### src/ddhp_map.svh
// constants and timing counts for the dual dac latch host port
//
// Behaviour
// byte-wide writes only take effect while the single active-low chip select is held low.
// a byte-wide write needs write strobe low together with chip select low and both address lines driven.
// pulling the update strobe low copies both input latches into the dac latches.
// the upper address line is the msb and the lower address line the lsb of the input latch selection.
// a low-byte write carries code bits 7..0 on the eight lines, a high-nibble write bits 11..8 on the low four.
// the first channel select low makes a parallel write target the channel a dac latch.
// the second channel select low makes a parallel write target the channel b dac latch.
// the rising edge of the shared write strobe loads parallel data into each selected dac latch.
// a parallel write carries the whole 12-bit code, msb on the top line and bits 10..0 below.
// address codes 00, 01, 10 and 11 open the a low, a high, b low and b high input latches.
// the dac latches follow the input latches while update is low and freeze when it rises.
// both channel selects low at the rising write edge load the same word into both dac latches.
// an update pulse must stay low at least one update pulse width after write activity ends.
// a transparent input latch keeps the value present when chip select or write first goes high.
`ifndef DDHP_MAP_SVH
`define DDHP_MAP_SVH

`define DDHP_CLK_MHZ 20
`define DDHP_T_UPD_NS 50
// least update pulse width, rounded up to whole cycles, never below one
`define DDHP_UPD_RAW ((`DDHP_T_UPD_NS * `DDHP_CLK_MHZ + 999) / 1000)
`define DDHP_UPD_CYC ((`DDHP_UPD_RAW < 1) ? 1 : `DDHP_UPD_RAW)

`define DDHP_ADDR_A_LO 2'h0
`define DDHP_ADDR_A_HI 2'h1
`define DDHP_ADDR_B_LO 2'h2
`define DDHP_ADDR_B_HI 2'h3
`define DDHP_CODE_W 12
`define DDHP_BYTE_W 8
`define DDHP_NIB_LSB 8
`define DDHP_NIB_MSB 11
`define DDHP_MASK_A 2'h1
`define DDHP_MASK_B 2'h2

`endif

### src/ddhp_pkg.sv
// types shared by the dual dac latch host port
package ddhp_pkg;

  typedef enum logic [2:0] {
    DDHP_IDLE = 3'h0,
    DDHP_SETUP = 3'h1,
    DDHP_STROBE = 3'h3,
    DDHP_HOLD = 3'h2,
    DDHP_UPDATE = 3'h6
  } ddhp_state_t;

  typedef enum logic {
    DDHP_BYTE_WIDE = 1'b0,
    DDHP_PARALLEL = 1'b1
  } ddhp_mode_t;

endpackage

### src/ddhp_host.sv
// host controller driving the dual dac write pins in byte-wide or parallel form
`timescale 1ns/1ns
`include "ddhp_map.svh"
module ddhp_host #(
  parameter int SETUP_CYC = 1,
  parameter int WR_CYC = 2,
  parameter int HOLD_CYC = 1,
  parameter int TW = 4
) (
  // clock and reset
  input wire logic sys_clk_in,
  input wire logic rstn_in,
  // user request
  input wire logic req_valid_in,
  output logic req_ready_out,
  input wire logic req_mode_in,
  input wire logic [1:0] req_chan_mask_in,
  input wire logic [`DDHP_CODE_W-1:0] req_code_in,
  input wire logic req_update_in,
  output logic busy_out,
  // byte-wide variant pins
  output logic chip_sel_n_out,
  output logic latch_sel_hi_out,
  output logic latch_sel_lo_out,
  output logic output_update_strobe_n_out,
  output logic [`DDHP_BYTE_W-1:0] byte_bus_out,
  // parallel variant pins
  output logic chan_a_select_n_out,
  output logic chan_b_select_n_out,
  output logic [`DDHP_CODE_W-1:0] code_bus_out,
  // shared write strobe
  output logic write_n_out
);

  localparam int UPD_CYC = `DDHP_UPD_CYC;

  // data placed on the eight lines for one half of the code
  function automatic logic [`DDHP_BYTE_W-1:0] byte_of(input logic [`DDHP_CODE_W-1:0] code, input logic hi);
    byte_of = hi ? {4'h0, code[`DDHP_NIB_MSB:`DDHP_NIB_LSB]} : code[`DDHP_BYTE_W-1:0];
  endfunction

  logic rst_meta;
  logic rst_n;
  ddhp_pkg::ddhp_state_t state;
  ddhp_pkg::ddhp_state_t next_state;
  ddhp_pkg::ddhp_mode_t mode;
  logic [1:0] mask;
  logic [`DDHP_CODE_W-1:0] code;
  logic upd;
  logic [1:0] step;
  logic [1:0] last_step;

  always_ff @(posedge sys_clk_in or negedge rstn_in) begin
    if (!rstn_in) begin
      rst_meta <= 1'b0;
      rst_n <= 1'b0;
    end else begin
      rst_meta <= 1'b1;
      rst_n <= rst_meta;
    end
  end

  // a request is only taken when it is shown ready, never while the reset copy is still low
  wire accept = req_valid_in && req_ready_out;
  wire expired;
  wire is_byte = (mode == ddhp_pkg::DDHP_BYTE_WIDE);
  wire more_steps = is_byte && (step != last_step);
  wire [1:0] next_mask = accept ? req_chan_mask_in : mask;
  wire [`DDHP_CODE_W-1:0] next_code = accept ? req_code_in : code;
  wire next_byte = accept ? (req_mode_in == 1'b0) : is_byte;
  // b-only transfers start at the b low latch; a transfer ends on the last selected high latch
  wire [1:0] first_step = (req_chan_mask_in == `DDHP_MASK_B) ? `DDHP_ADDR_B_LO : `DDHP_ADDR_A_LO;
  wire [1:0] final_step = req_chan_mask_in[1] ? `DDHP_ADDR_B_HI : `DDHP_ADDR_A_HI;
  wire [1:0] next_step = accept ? first_step :
                         ((state == ddhp_pkg::DDHP_HOLD) && expired && more_steps) ? step + 2'h1 : step;

  always_comb begin
    next_state = state;
    unique case (state)
      ddhp_pkg::DDHP_IDLE: begin
        if (accept) begin
          if (req_chan_mask_in != 2'h0) begin
            next_state = ddhp_pkg::DDHP_SETUP;
          end else if (!req_mode_in && req_update_in) begin
            next_state = ddhp_pkg::DDHP_UPDATE;
          end
        end
      end
      ddhp_pkg::DDHP_SETUP: begin
        if (expired) begin
          next_state = ddhp_pkg::DDHP_STROBE;
        end
      end
      ddhp_pkg::DDHP_STROBE: begin
        if (expired) begin
          next_state = ddhp_pkg::DDHP_HOLD;
        end
      end
      ddhp_pkg::DDHP_HOLD: begin
        if (expired) begin
          if (more_steps) begin
            next_state = ddhp_pkg::DDHP_SETUP;
          end else if (is_byte && upd) begin
            // update goes low on the same edge that chip select returns high, with write already high
            next_state = ddhp_pkg::DDHP_UPDATE;
          end else begin
            next_state = ddhp_pkg::DDHP_IDLE;
          end
        end
      end
      ddhp_pkg::DDHP_UPDATE: begin
        if (expired) begin
          next_state = ddhp_pkg::DDHP_IDLE;
        end
      end
      default: begin
        next_state = ddhp_pkg::DDHP_IDLE;
      end
    endcase
  end

  wire timer_load = (next_state != state) || (next_step != step);
  wire [TW-1:0] timer_val =
    (next_state == ddhp_pkg::DDHP_SETUP) ? TW'(SETUP_CYC - 1) :
    (next_state == ddhp_pkg::DDHP_STROBE) ? TW'(WR_CYC - 1) :
    (next_state == ddhp_pkg::DDHP_HOLD) ? TW'(HOLD_CYC - 1) :
    (next_state == ddhp_pkg::DDHP_UPDATE) ? TW'(UPD_CYC - 1) : TW'(0);

  ddhp_timer #(
    .W(TW)
  ) u_timer (
    .clk_in(sys_clk_in),
    .rst_n_in(rst_n),
    .load_in(timer_load),
    .load_val_in(timer_val),
    .expired_out(expired)
  );

  // pin levels one cycle ahead, so the pins themselves come from flip-flops
  wire in_cycle = (next_state == ddhp_pkg::DDHP_SETUP) || (next_state == ddhp_pkg::DDHP_STROBE) ||
                  (next_state == ddhp_pkg::DDHP_HOLD);
  wire next_cs_n = !(in_cycle && next_byte);
  wire next_wr_n = (next_state != ddhp_pkg::DDHP_STROBE);
  wire next_a_n = !(in_cycle && !next_byte && next_mask[0]);
  wire next_b_n = !(in_cycle && !next_byte && next_mask[1]);
  wire next_upd_n = (next_state != ddhp_pkg::DDHP_UPDATE);

  always_ff @(posedge sys_clk_in or negedge rst_n) begin
    if (!rst_n) begin
      state <= ddhp_pkg::DDHP_IDLE;
      mode <= ddhp_pkg::DDHP_BYTE_WIDE;
      mask <= 2'h0;
      code <= 12'h000;
      upd <= 1'b0;
      step <= 2'h0;
      last_step <= 2'h0;
    end else begin
      state <= next_state;
      step <= next_step;
      if (accept) begin
        mode <= ddhp_pkg::ddhp_mode_t'(req_mode_in);
        mask <= req_chan_mask_in;
        code <= req_code_in;
        upd <= req_update_in;
        last_step <= final_step;
      end
    end
  end

  always_ff @(posedge sys_clk_in or negedge rst_n) begin
    if (!rst_n) begin
      chip_sel_n_out <= 1'b1;
      write_n_out <= 1'b1;
      chan_a_select_n_out <= 1'b1;
      chan_b_select_n_out <= 1'b1;
      output_update_strobe_n_out <= 1'b1;
      latch_sel_hi_out <= 1'b0;
      latch_sel_lo_out <= 1'b0;
      byte_bus_out <= 8'h00;
      code_bus_out <= 12'h000;
    end else begin
      chip_sel_n_out <= next_cs_n;
      write_n_out <= next_wr_n;
      chan_a_select_n_out <= next_a_n;
      chan_b_select_n_out <= next_b_n;
      output_update_strobe_n_out <= next_upd_n;
      latch_sel_hi_out <= next_step[1];
      latch_sel_lo_out <= next_step[0];
      byte_bus_out <= byte_of(next_code, next_step[0]);
      code_bus_out <= next_code;
    end
  end

  assign req_ready_out = rst_n && (state == ddhp_pkg::DDHP_IDLE);
  assign busy_out = (state != ddhp_pkg::DDHP_IDLE);
endmodule

### src/ddhp_timer.sv
// down counter that times each phase of a pin cycle
`timescale 1ns/1ns
module ddhp_timer #(
  parameter int W = 4
) (
  // clock and reset
  input wire logic clk_in,
  input wire logic rst_n_in,
  // control
  input wire logic load_in,
  input wire logic [W-1:0] load_val_in,
  // status
  output logic expired_out
);

  logic [W-1:0] cnt;

  always_ff @(posedge clk_in or negedge rst_n_in) begin
    if (!rst_n_in) begin
      cnt <= '0;
    end else if (load_in) begin
      cnt <= load_val_in;
    end else if (cnt != '0) begin
      cnt <= cnt - 1'b1;
    end
  end

  assign expired_out = (cnt == '0);

endmodule

### config.mk
export PLATFORM = sky130hd
export DESIGN_NAME = ddhp_host
export DESIGN_NICKNAME = d
export VERILOG_FILES = /design/src/ddhp_pkg.sv /design/src/ddhp_host.sv /design/src/ddhp_timer.sv
export VERILOG_INCLUDE_DIRS = /design/src /design/src/src
export SDC_FILE = /design/constraint.sdc
export NUM_CORES = 1
export LEC_CHECK = 0
export ABC_AREA = 1
export BUFFER_PORTS_ARGS = -buffer_cell sky130_fd_sc_hd__buf_2
export CAP_MARGIN = 40
export CELL_PAD_IN_SITES_DETAIL_PLACEMENT = 1
export CELL_PAD_IN_SITES_GLOBAL_PLACEMENT = 1
export CORE_ASPECT_RATIO = 1.25
export CORE_MARGIN = 2
export CORE_UTILIZATION = 38
export DETAILED_ROUTE_END_ITERATION = 10
export PLACE_DENSITY = 0.83
export SETUP_SLACK_MARGIN = 0.1
export SYNTH_ARGS = -nofsm -noshare
export SYNTH_HDL_FRONTEND = slang
export SYNTH_SLANG_ARGS = --single-unit
### constraint.sdc
create_clock -name sys_clk_in -period 2.4 [get_ports sys_clk_in]
set_input_delay 0.48 -clock sys_clk_in [delete_from_list [all_inputs] [get_ports sys_clk_in]]
set_output_delay 0.48 -clock sys_clk_in [all_outputs]
set_load 0.005 [all_outputs]
==> impl_metrics.py, run 1 <==
metrics = {
    "finish": {
        "nets": 298,
        "drive_gt1_frac": 0.283,
        "diodes": 0,
        "utilization": 0.490,
        "area_growth_pct": 22.5,
    },
    "yosys": {
        "synthSimpleGateAreaFrac": 0.307,
        "synth-xor-area-share": 0.00912,
        "synth_edf_count": 0,
        "synth_compound_area_frac": 0.0489,
        "synthFlopType": "dfrtp_1",
        "synth_top_family_by_area": "simple AND/OR/NAND/NOR gates",
        "synth-adder-area-share": 0.00651,
        "ys_seq_area_frac": 0.550,
        "syn_avg_cell_area_um2": 8.54,
        "synth_area_um2": 1920,
        "ys_ff_latch": 42,
        "yosysMostFrequentCell": "nand2_1",
        "yosysTopAreaCellShare": 0.482,
        "synth_top_cell_by_area": "dfrtp_1",
        "yosys-top-cells-area": "dfrtp_1 48%, nand2_1 15%, dfstp_2 6.8%",
        "synthCells": 225,
        "ys_async_sr_fraction": 1.00,
        "syn_nets": 245,
        "synthMuxAreaShare": 0,
        "ys_types": 28,
        "synth_common_cells": "75 x nand2_1, 37 x dfrtp_1, 31 x inv_1",
        "yosys_warnings": 0,
    },
    "cts": {
        "clkLatencyLatePin_ps": 300,
        "tritoncts": "yes",
        "clk_pin_slew_worst_paths_ps": 80,
        "htree_levels": 2,
        "cts_max_path_buffers": 2,
        "hold_buffers": 1,
        "cts_resized": 0,
        "cts_sinks": 42,
        "cts_root_buf": "clkbuf_8",
        "cts_made_buffers": 5,
        "postCtsSetupBuffers": 0,
    },
    "die": {
        "die_h_um": 83.5,
        "die_w_um": 67.6,
        "dieArea_um2": 5640,
        "ioPinCount": 48,
        "initial_core_util": 0.400,
        "rows": 28,
        "coreArea_um2": 4800,
    },
    "global_routing": {
        "grt_use_met1": 0.229,
        "grt_pass1_wl_mm": 8.73,
        "grtUsageMet3": 0.0621,
        "grt_usage": 0.207,
        "grt_max_degree": 35,
        "antenna_found_initial": 0,
        "grt-ovfl-total": 0,
        "grt_pass1_vias": 1876,
        "grtUsageMet2": 0.362,
        "busiest_layer": "met2",
    },
    "critical_path": {
        "critPathMaxFanout": 19,
        "path_cells": "nor2_4, nand4_4, inv_2, nand4_1, nand2_1, nand2_1, nand2_1, inv_1, nand3_2, nor2_1, nand2_1, nand2_1",
        "cp.required_ps": 2600,
        "end_kind": "register",
        "crit_slowest_cell": "dfrtp_1",
        "worst_ep_arrival_time_ps": 2190,
        "cp_slowest_stage_delay_ps": 460,
        "cp_top_family": "simple AND/OR/NAND/NOR gates",
        "startpoint_type": "register",
        "crit_type": "register to register",
        "cpMostUsedCell": "nand2_1",
        "path_buf_inv": 2,
    },
    "place": {
        "io_buffers": 47,
        "pre_cts_ws_ps": 457,
        "gp_congestion": 0.843,
        "dp_hpwl_mm": 3.74,
    },
    "pwr": {
        "total_power_mw": 3.10,
        "power_density_nw_per_um2": 1320,
        "total_leakage_power_nw": 1.29,
        "worst_ir_drop_vdd_uv": 692,
    },
    "routing": {
        "post_drt_wl_per_cell_um": 14.8,
        "drc": 0,
        "via_per_inst": 4.92,
        "firstDrtPassIters": 4,
        "via_count": 1667,
        "wl_mm": 5.01,
        "initialDrtViolationCount": 40,
        "ant_nets": 0,
    },
    "sta": {
        "min_period_over_period": 0.830,
        "hold_viol_final": 0,
        "fin_skew_ps": 4.54,
        "drv_slew": 0,
        "rsz0062_at_grt": "false",
        "fin_crit_ps": 1990,
        "max_freq_mhz": 502,
        "tns_ps": 0,
        "finalSetupViolCount": 0,
        "layout_setup_ws_ps": 409,
    },
    "outcome": {
        "status": "finished, final reports clean",
    },
    "run": {
        "drv_cap": 0,
    },
    "worst_hold_path": {
        "min_path_type": "register to async pin",
    },
}
==> final cells by class <==
| class | instances | area, um2 |
|---|---|---|
| multi-input combinational | 146 | 718 |
| clock buffer | 7 | 86.3 |
| fill | 610 | 2450 |
| tap | 60 | 75.1 |
| clock inverter | 1 | 30.0 |
| sequential | 42 | 1060 |
| inverter | 33 | 124 |
| timing repair buffer | 50 | 260 |
==> state kept, by name, indices dropped and copies added (netlist names), 2 cells and up <==
signal	cells
code_bus_out	12
last_step	2
mask	2
byte_bus_out	8
state	3
u_timer.cnt	4
==> stage by stage <==
stage,hold slack (ps),instances,instance area (um2)
after global placement,136,330,2230
after detailed placement,136,330,2230
after floorplan,184,225,1920
after global routing,154,339,2350
after CTS,149,339,2350
final,139,339,2350
==> cell families after synthesis <==
| group | after synthesis |
|---|---|
| buf+inv | 37 |
| simple gates | 125 |
| xor+xnor | 2 |
| other cells | 1 |
| flops | 42 |
| compound gates | 17 |
| fa+ha+maj | 1 |
==> power breakdown <==
part           internal [mW]  switching, mW
Clock                  0.339          0.253
Sequential             0.993          0.162
Combinational          0.520          0.833
Total                   1.85           1.25
==> metal layers <==
metal	routed length [um]	share of wire	vias up
met5	0	0	-
met4	81	0.016	0
met3	324	0.065	6
met2	2700	0.54	44
met1	1900	0.38	809
li1	-	-	808
==> placed cells by master (no fill, tap or decap) <==
cell,n
nand3_1,10
nor2_2,1
a31oi_1,5
nor3_1,2
ha_1,1
a21oi_1,2
nand4_1,7
nor2_4,2
o21ai_0,8
inv_2,2
nand2_2,4
nand4_4,1
buf_2,47
bufinv_16,1
dfrtp_2,1
nand2_1,75
inv_1,31
or2_2,2
conb_1,1
clkbuf_8,6
dfstp_2,5
buf_4,2
xor2_1,1
nor2_1,14
dfrtp_1,36
clkbuf_1,1
dlygate4sd3_1,1
nor3b_1,2
xnor2_1,1
nand3_2,5
o21ai_1,1
o21bai_1,1
==> worst register-to-register path: cells and delay by family, from the launching register on <==
family	cells	cell delay, ps
and+or+nand+nor	10	1070
DFF	1	460
buffers and inverters	2	340
==> worst paths after layout <==
path                       slack (ps)          startpoint                    endpoint  depth (start not counted)
setup / recovery                  410  state[0]$_DFF_PN0_  u_timer.cnt[0]$_DFFE_PN0P_                         12
hold / removal                    140     rst_n$_DFF_PN0_          state[0]$_DFF_PN0_                          0
setup reg to reg                  410  state[0]$_DFF_PN0_  u_timer.cnt[0]$_DFFE_PN0P_                         12
hold reg to reg                   140     rst_n$_DFF_PN0_          state[0]$_DFF_PN0_                          0
max in group asynchronous        1510     rst_n$_DFF_PN0_    chip_sel_n_out$_DFF_PN1_                          1
min in group sys_clk_in           360  rst_meta$_DFF_PN0_             rst_n$_DFF_PN0_                          0
Power figures use the tool's default switching activity.
==> inputs of run 2 (changes only) <==
==> constraint.sdc (replaced) <==
create_clock -name sys_clk_in -period 1.9 [get_ports sys_clk_in]
set_input_delay 0.38 -clock sys_clk_in [delete_from_list [all_inputs] [get_ports sys_clk_in]]
set_output_delay 0.38 -clock sys_clk_in [all_outputs]
set_load 0.005 [all_outputs]
==> run 2 against run 1 <==
Clock skew is 2.8 ps higher. Global-route usage is 0.78 points lower. Utilization is 4.3 points higher. First-iteration DRC count is 140% higher. Combinational power is 67% higher. Critical path depth is 1 lower. Count of clock-buffer cells in the layout stayed put. Setup slack worse by 340 ps. Critical endpoint unchanged. Highest routed layer unchanged.
==> impl_metrics.py, run 2 (synthesized netlist as in run 1, its figures left out) <==
metrics = {
    "sta": {
        "drv_slew": 0,
        "finalSetupViolCount": 0,
        "max_freq_mhz": 546,
        "min_period_over_period": 0.965,
        "fin_skew_ps": 7.33,
        "layout_setup_ws_ps": 67.4,
        "rsz0062_at_grt": "true",
        "worstMarginPinSlew_ps": 504,
        "fin_crit_ps": 1830,
        "holdWs_ps": 292,
        "max_slew_margin": 0.664,
        "hold_viol_final": 0,
    },
    "critical_path": {
        "startpoint": "latch_sel_hi_out$_DFF_PN0_",
        "cp.required_ps": 2140,
        "crit_slowest_cell": "dfrtp_2",
        "cp_slowest_stage_delay_ps": 450,
        "cp_top_family": "simple AND/OR/NAND/NOR gates",
        "cpMostUsedCell": "nand2_1",
        "reg2reg_from": "latch_sel_hi_out$_DFF_PN0_",
        "worst_ep_arrival_time_ps": 2070,
        "worstReg2RegEnd": "u_timer.cnt[0]$_DFFE_PN0P_",
        "end_kind": "register",
        "critPathMaxFanout": 5,
        "crit_type": "register to register",
        "reg2reg_depth": 11,
        "path_buf_inv": 1,
        "r2r_slack_ps": 70,
        "startpoint_type": "register",
        "path_cells": "inv_1, nand2_1, nand2_1, nand2_1, nand3_4, nand3_2, o21ai_2, nand3_4, nor2_2, nand2_1, nand2_1",
    },
    "global_routing": {
        "grt_pass1_vias": 1855,
        "antenna_found_initial": 0,
        "grt-ovfl-total": 0,
        "grt_pass1_wl_mm": 8.40,
        "grt_max_degree": 41,
        "grt_usage": 0.199,
    },
    "routing": {
        "initialDrtViolationCount": 94,
        "via_per_inst": 5.05,
        "ant_nets": 0,
        "drc": 0,
        "via_count": 1784,
        "post_drt_wl_per_cell_um": 15.9,
        "firstDrtPassIters": 4,
        "wl_mm": 5.62,
    },
    "finish": {
        "diodes": 0,
        "nets": 312,
        "largest_register": "code_bus_out",
        "reg_top3": "code_bus_out x12, byte_bus_out x8, u_timer.cnt x4",
        "final_cell_mix": "71 x nand2_1, 47 x buf_2, 33 x dfrtp_1, 28 x inv_1, 16 x buf_4",
        "largest_reg_flops": 12,
        "area_growth_pct": 33.2,
        "drive_gt1_frac": 0.382,
        "mostFrequentLayoutCell": "nand2_1",
        "fillers": 590,
        "final_cells": 353,
    },
    "cts": {
        "clk_pin_slew_worst_paths_ps": 80,
        "clkLatencyLatePin_ps": 300,
        "cts_sinks": 42,
        "tritoncts": "yes",
        "htree_levels": 2,
        "cts_max_path_buffers": 2,
        "cts_made_buffers": 5,
        "cts_root_buf": "clkbuf_8",
    },
    "place": {
        "pre_cts_ws_ps": 22.6,
        "io_buffers": 47,
        "dpl.cell_count": 333,
        "gp_congestion": 0.825,
        "dp_hpwl_mm": 3.77,
    },
    "worst_hold_path": {
        "hold_end": "code_bus_out[2]$_DFF_PN0_",
        "min_path_type": "primary input to register",
        "holdPathStages": 3,
        "min_from": "req_code_in[2]",
    },
    "die": {
        "coreArea_um2": 4800,
        "initial_core_util": 0.400,
        "rows": 28,
        "die_w_um": 67.6,
        "dieArea_um2": 5640,
        "die_h_um": 83.5,
        "ioPinCount": 48,
    },
    "pwr": {
        "total_leakage_power_nw": 1.37,
        "power_density_nw_per_um2": 1750,
        "worst_ir_drop_vdd_uv": 830,
    },
    "run": {
        "drv_cap": 0,
    },
    "outcome": {
        "status": "finished, final reports clean",
    },
}
[run 2: cell types whose count changed in the layout (fill, tap and decap cells not counted), sizes merged]
cell and delta:
buf +14
[run 2: worst reg2reg max path, cell delays in order (launching register included)]
cell     delay [ps]
dfrtp_2         450
inv_1           140
nand2_1          80
nand2_1         100
nand2_1         120
nand3_4         140
nand3_2         120
o21ai_2         240
nand3_4         150
nor2_2          120
nand2_1          50
nand2_1          60
[run 2: worst max-delay path by stage]
stage / slack, ps / end / cells after the start
2_1_floorplan: 230 / u_timer.cnt[0]$_DFFE_PN0P_ / 11
3_3_place_gp: 160 / byte_bus_out[1]$_DFF_PN0_ / 9
3_5_place_dp: 20 / byte_bus_out[3]$_DFF_PN0_ / 9
4_1_cts: 110 / u_timer.cnt[0]$_DFFE_PN0P_ / 14
5_1_grt: -30 / u_timer.cnt[0]$_DFFE_PN0P_ / 11
6_report: 70 / u_timer.cnt[0]$_DFFE_PN0P_ / 11
[run 2: cell type report]
type,count,area [um2],share of cell area
Clock buffer,7,86.3,0.0337
Clock inverter,1,30.0,0.0117
Multi-Input combinational cell,146,813,0.318
Tap cell,60,75.1,0.0293
Inverter,33,124,0.0484
Sequential cell,42,1060,0.416
Timing Repair Buffer,64,365,0.143
[run 2: stage by stage]
step / area (um2) / TNS [ps] / utilization / total power [mW]
after floorplan: 1920 / 0 / - / 2.60
after global placement: 2250 / 0 / 0.469 / 3.14
after detailed placement: 2250 / 0 / 0.469 / 3.26
after CTS: 2400 / 0 / 0.501 / 4.08
after global routing: 2560 / -47.0 / 0.533 / 4.81
final: 2560 / 0 / 0.533 / 4.47
[run 2: layer usage]
metal	share of wire	vias up	GRT usage
li1	-	838	-
met1	0.35	891	0.211
met2	0.58	47	0.357
met3	0.055	8	0.0526
met4	0.019	0	0.0816
met5	0	-	0
[run 2: timing repair]
action	4_1_cts	5_1_grt
setup buffers	0	11
hold buffers	1	0
endpoints found under the hold margin	2	0
pin swaps	1	14
endpoints found under the setup margin	8	9
gates resized for setup	6	21
[run 2: where the power goes]
part	leakage, nW	switching (mW)	internal [mW]
Sequential	0.507	0.206	1.26
Clock	0.0585	0.308	0.428
Combinational	0.803	1.35	0.916
Total	1.37	1.86	2.61
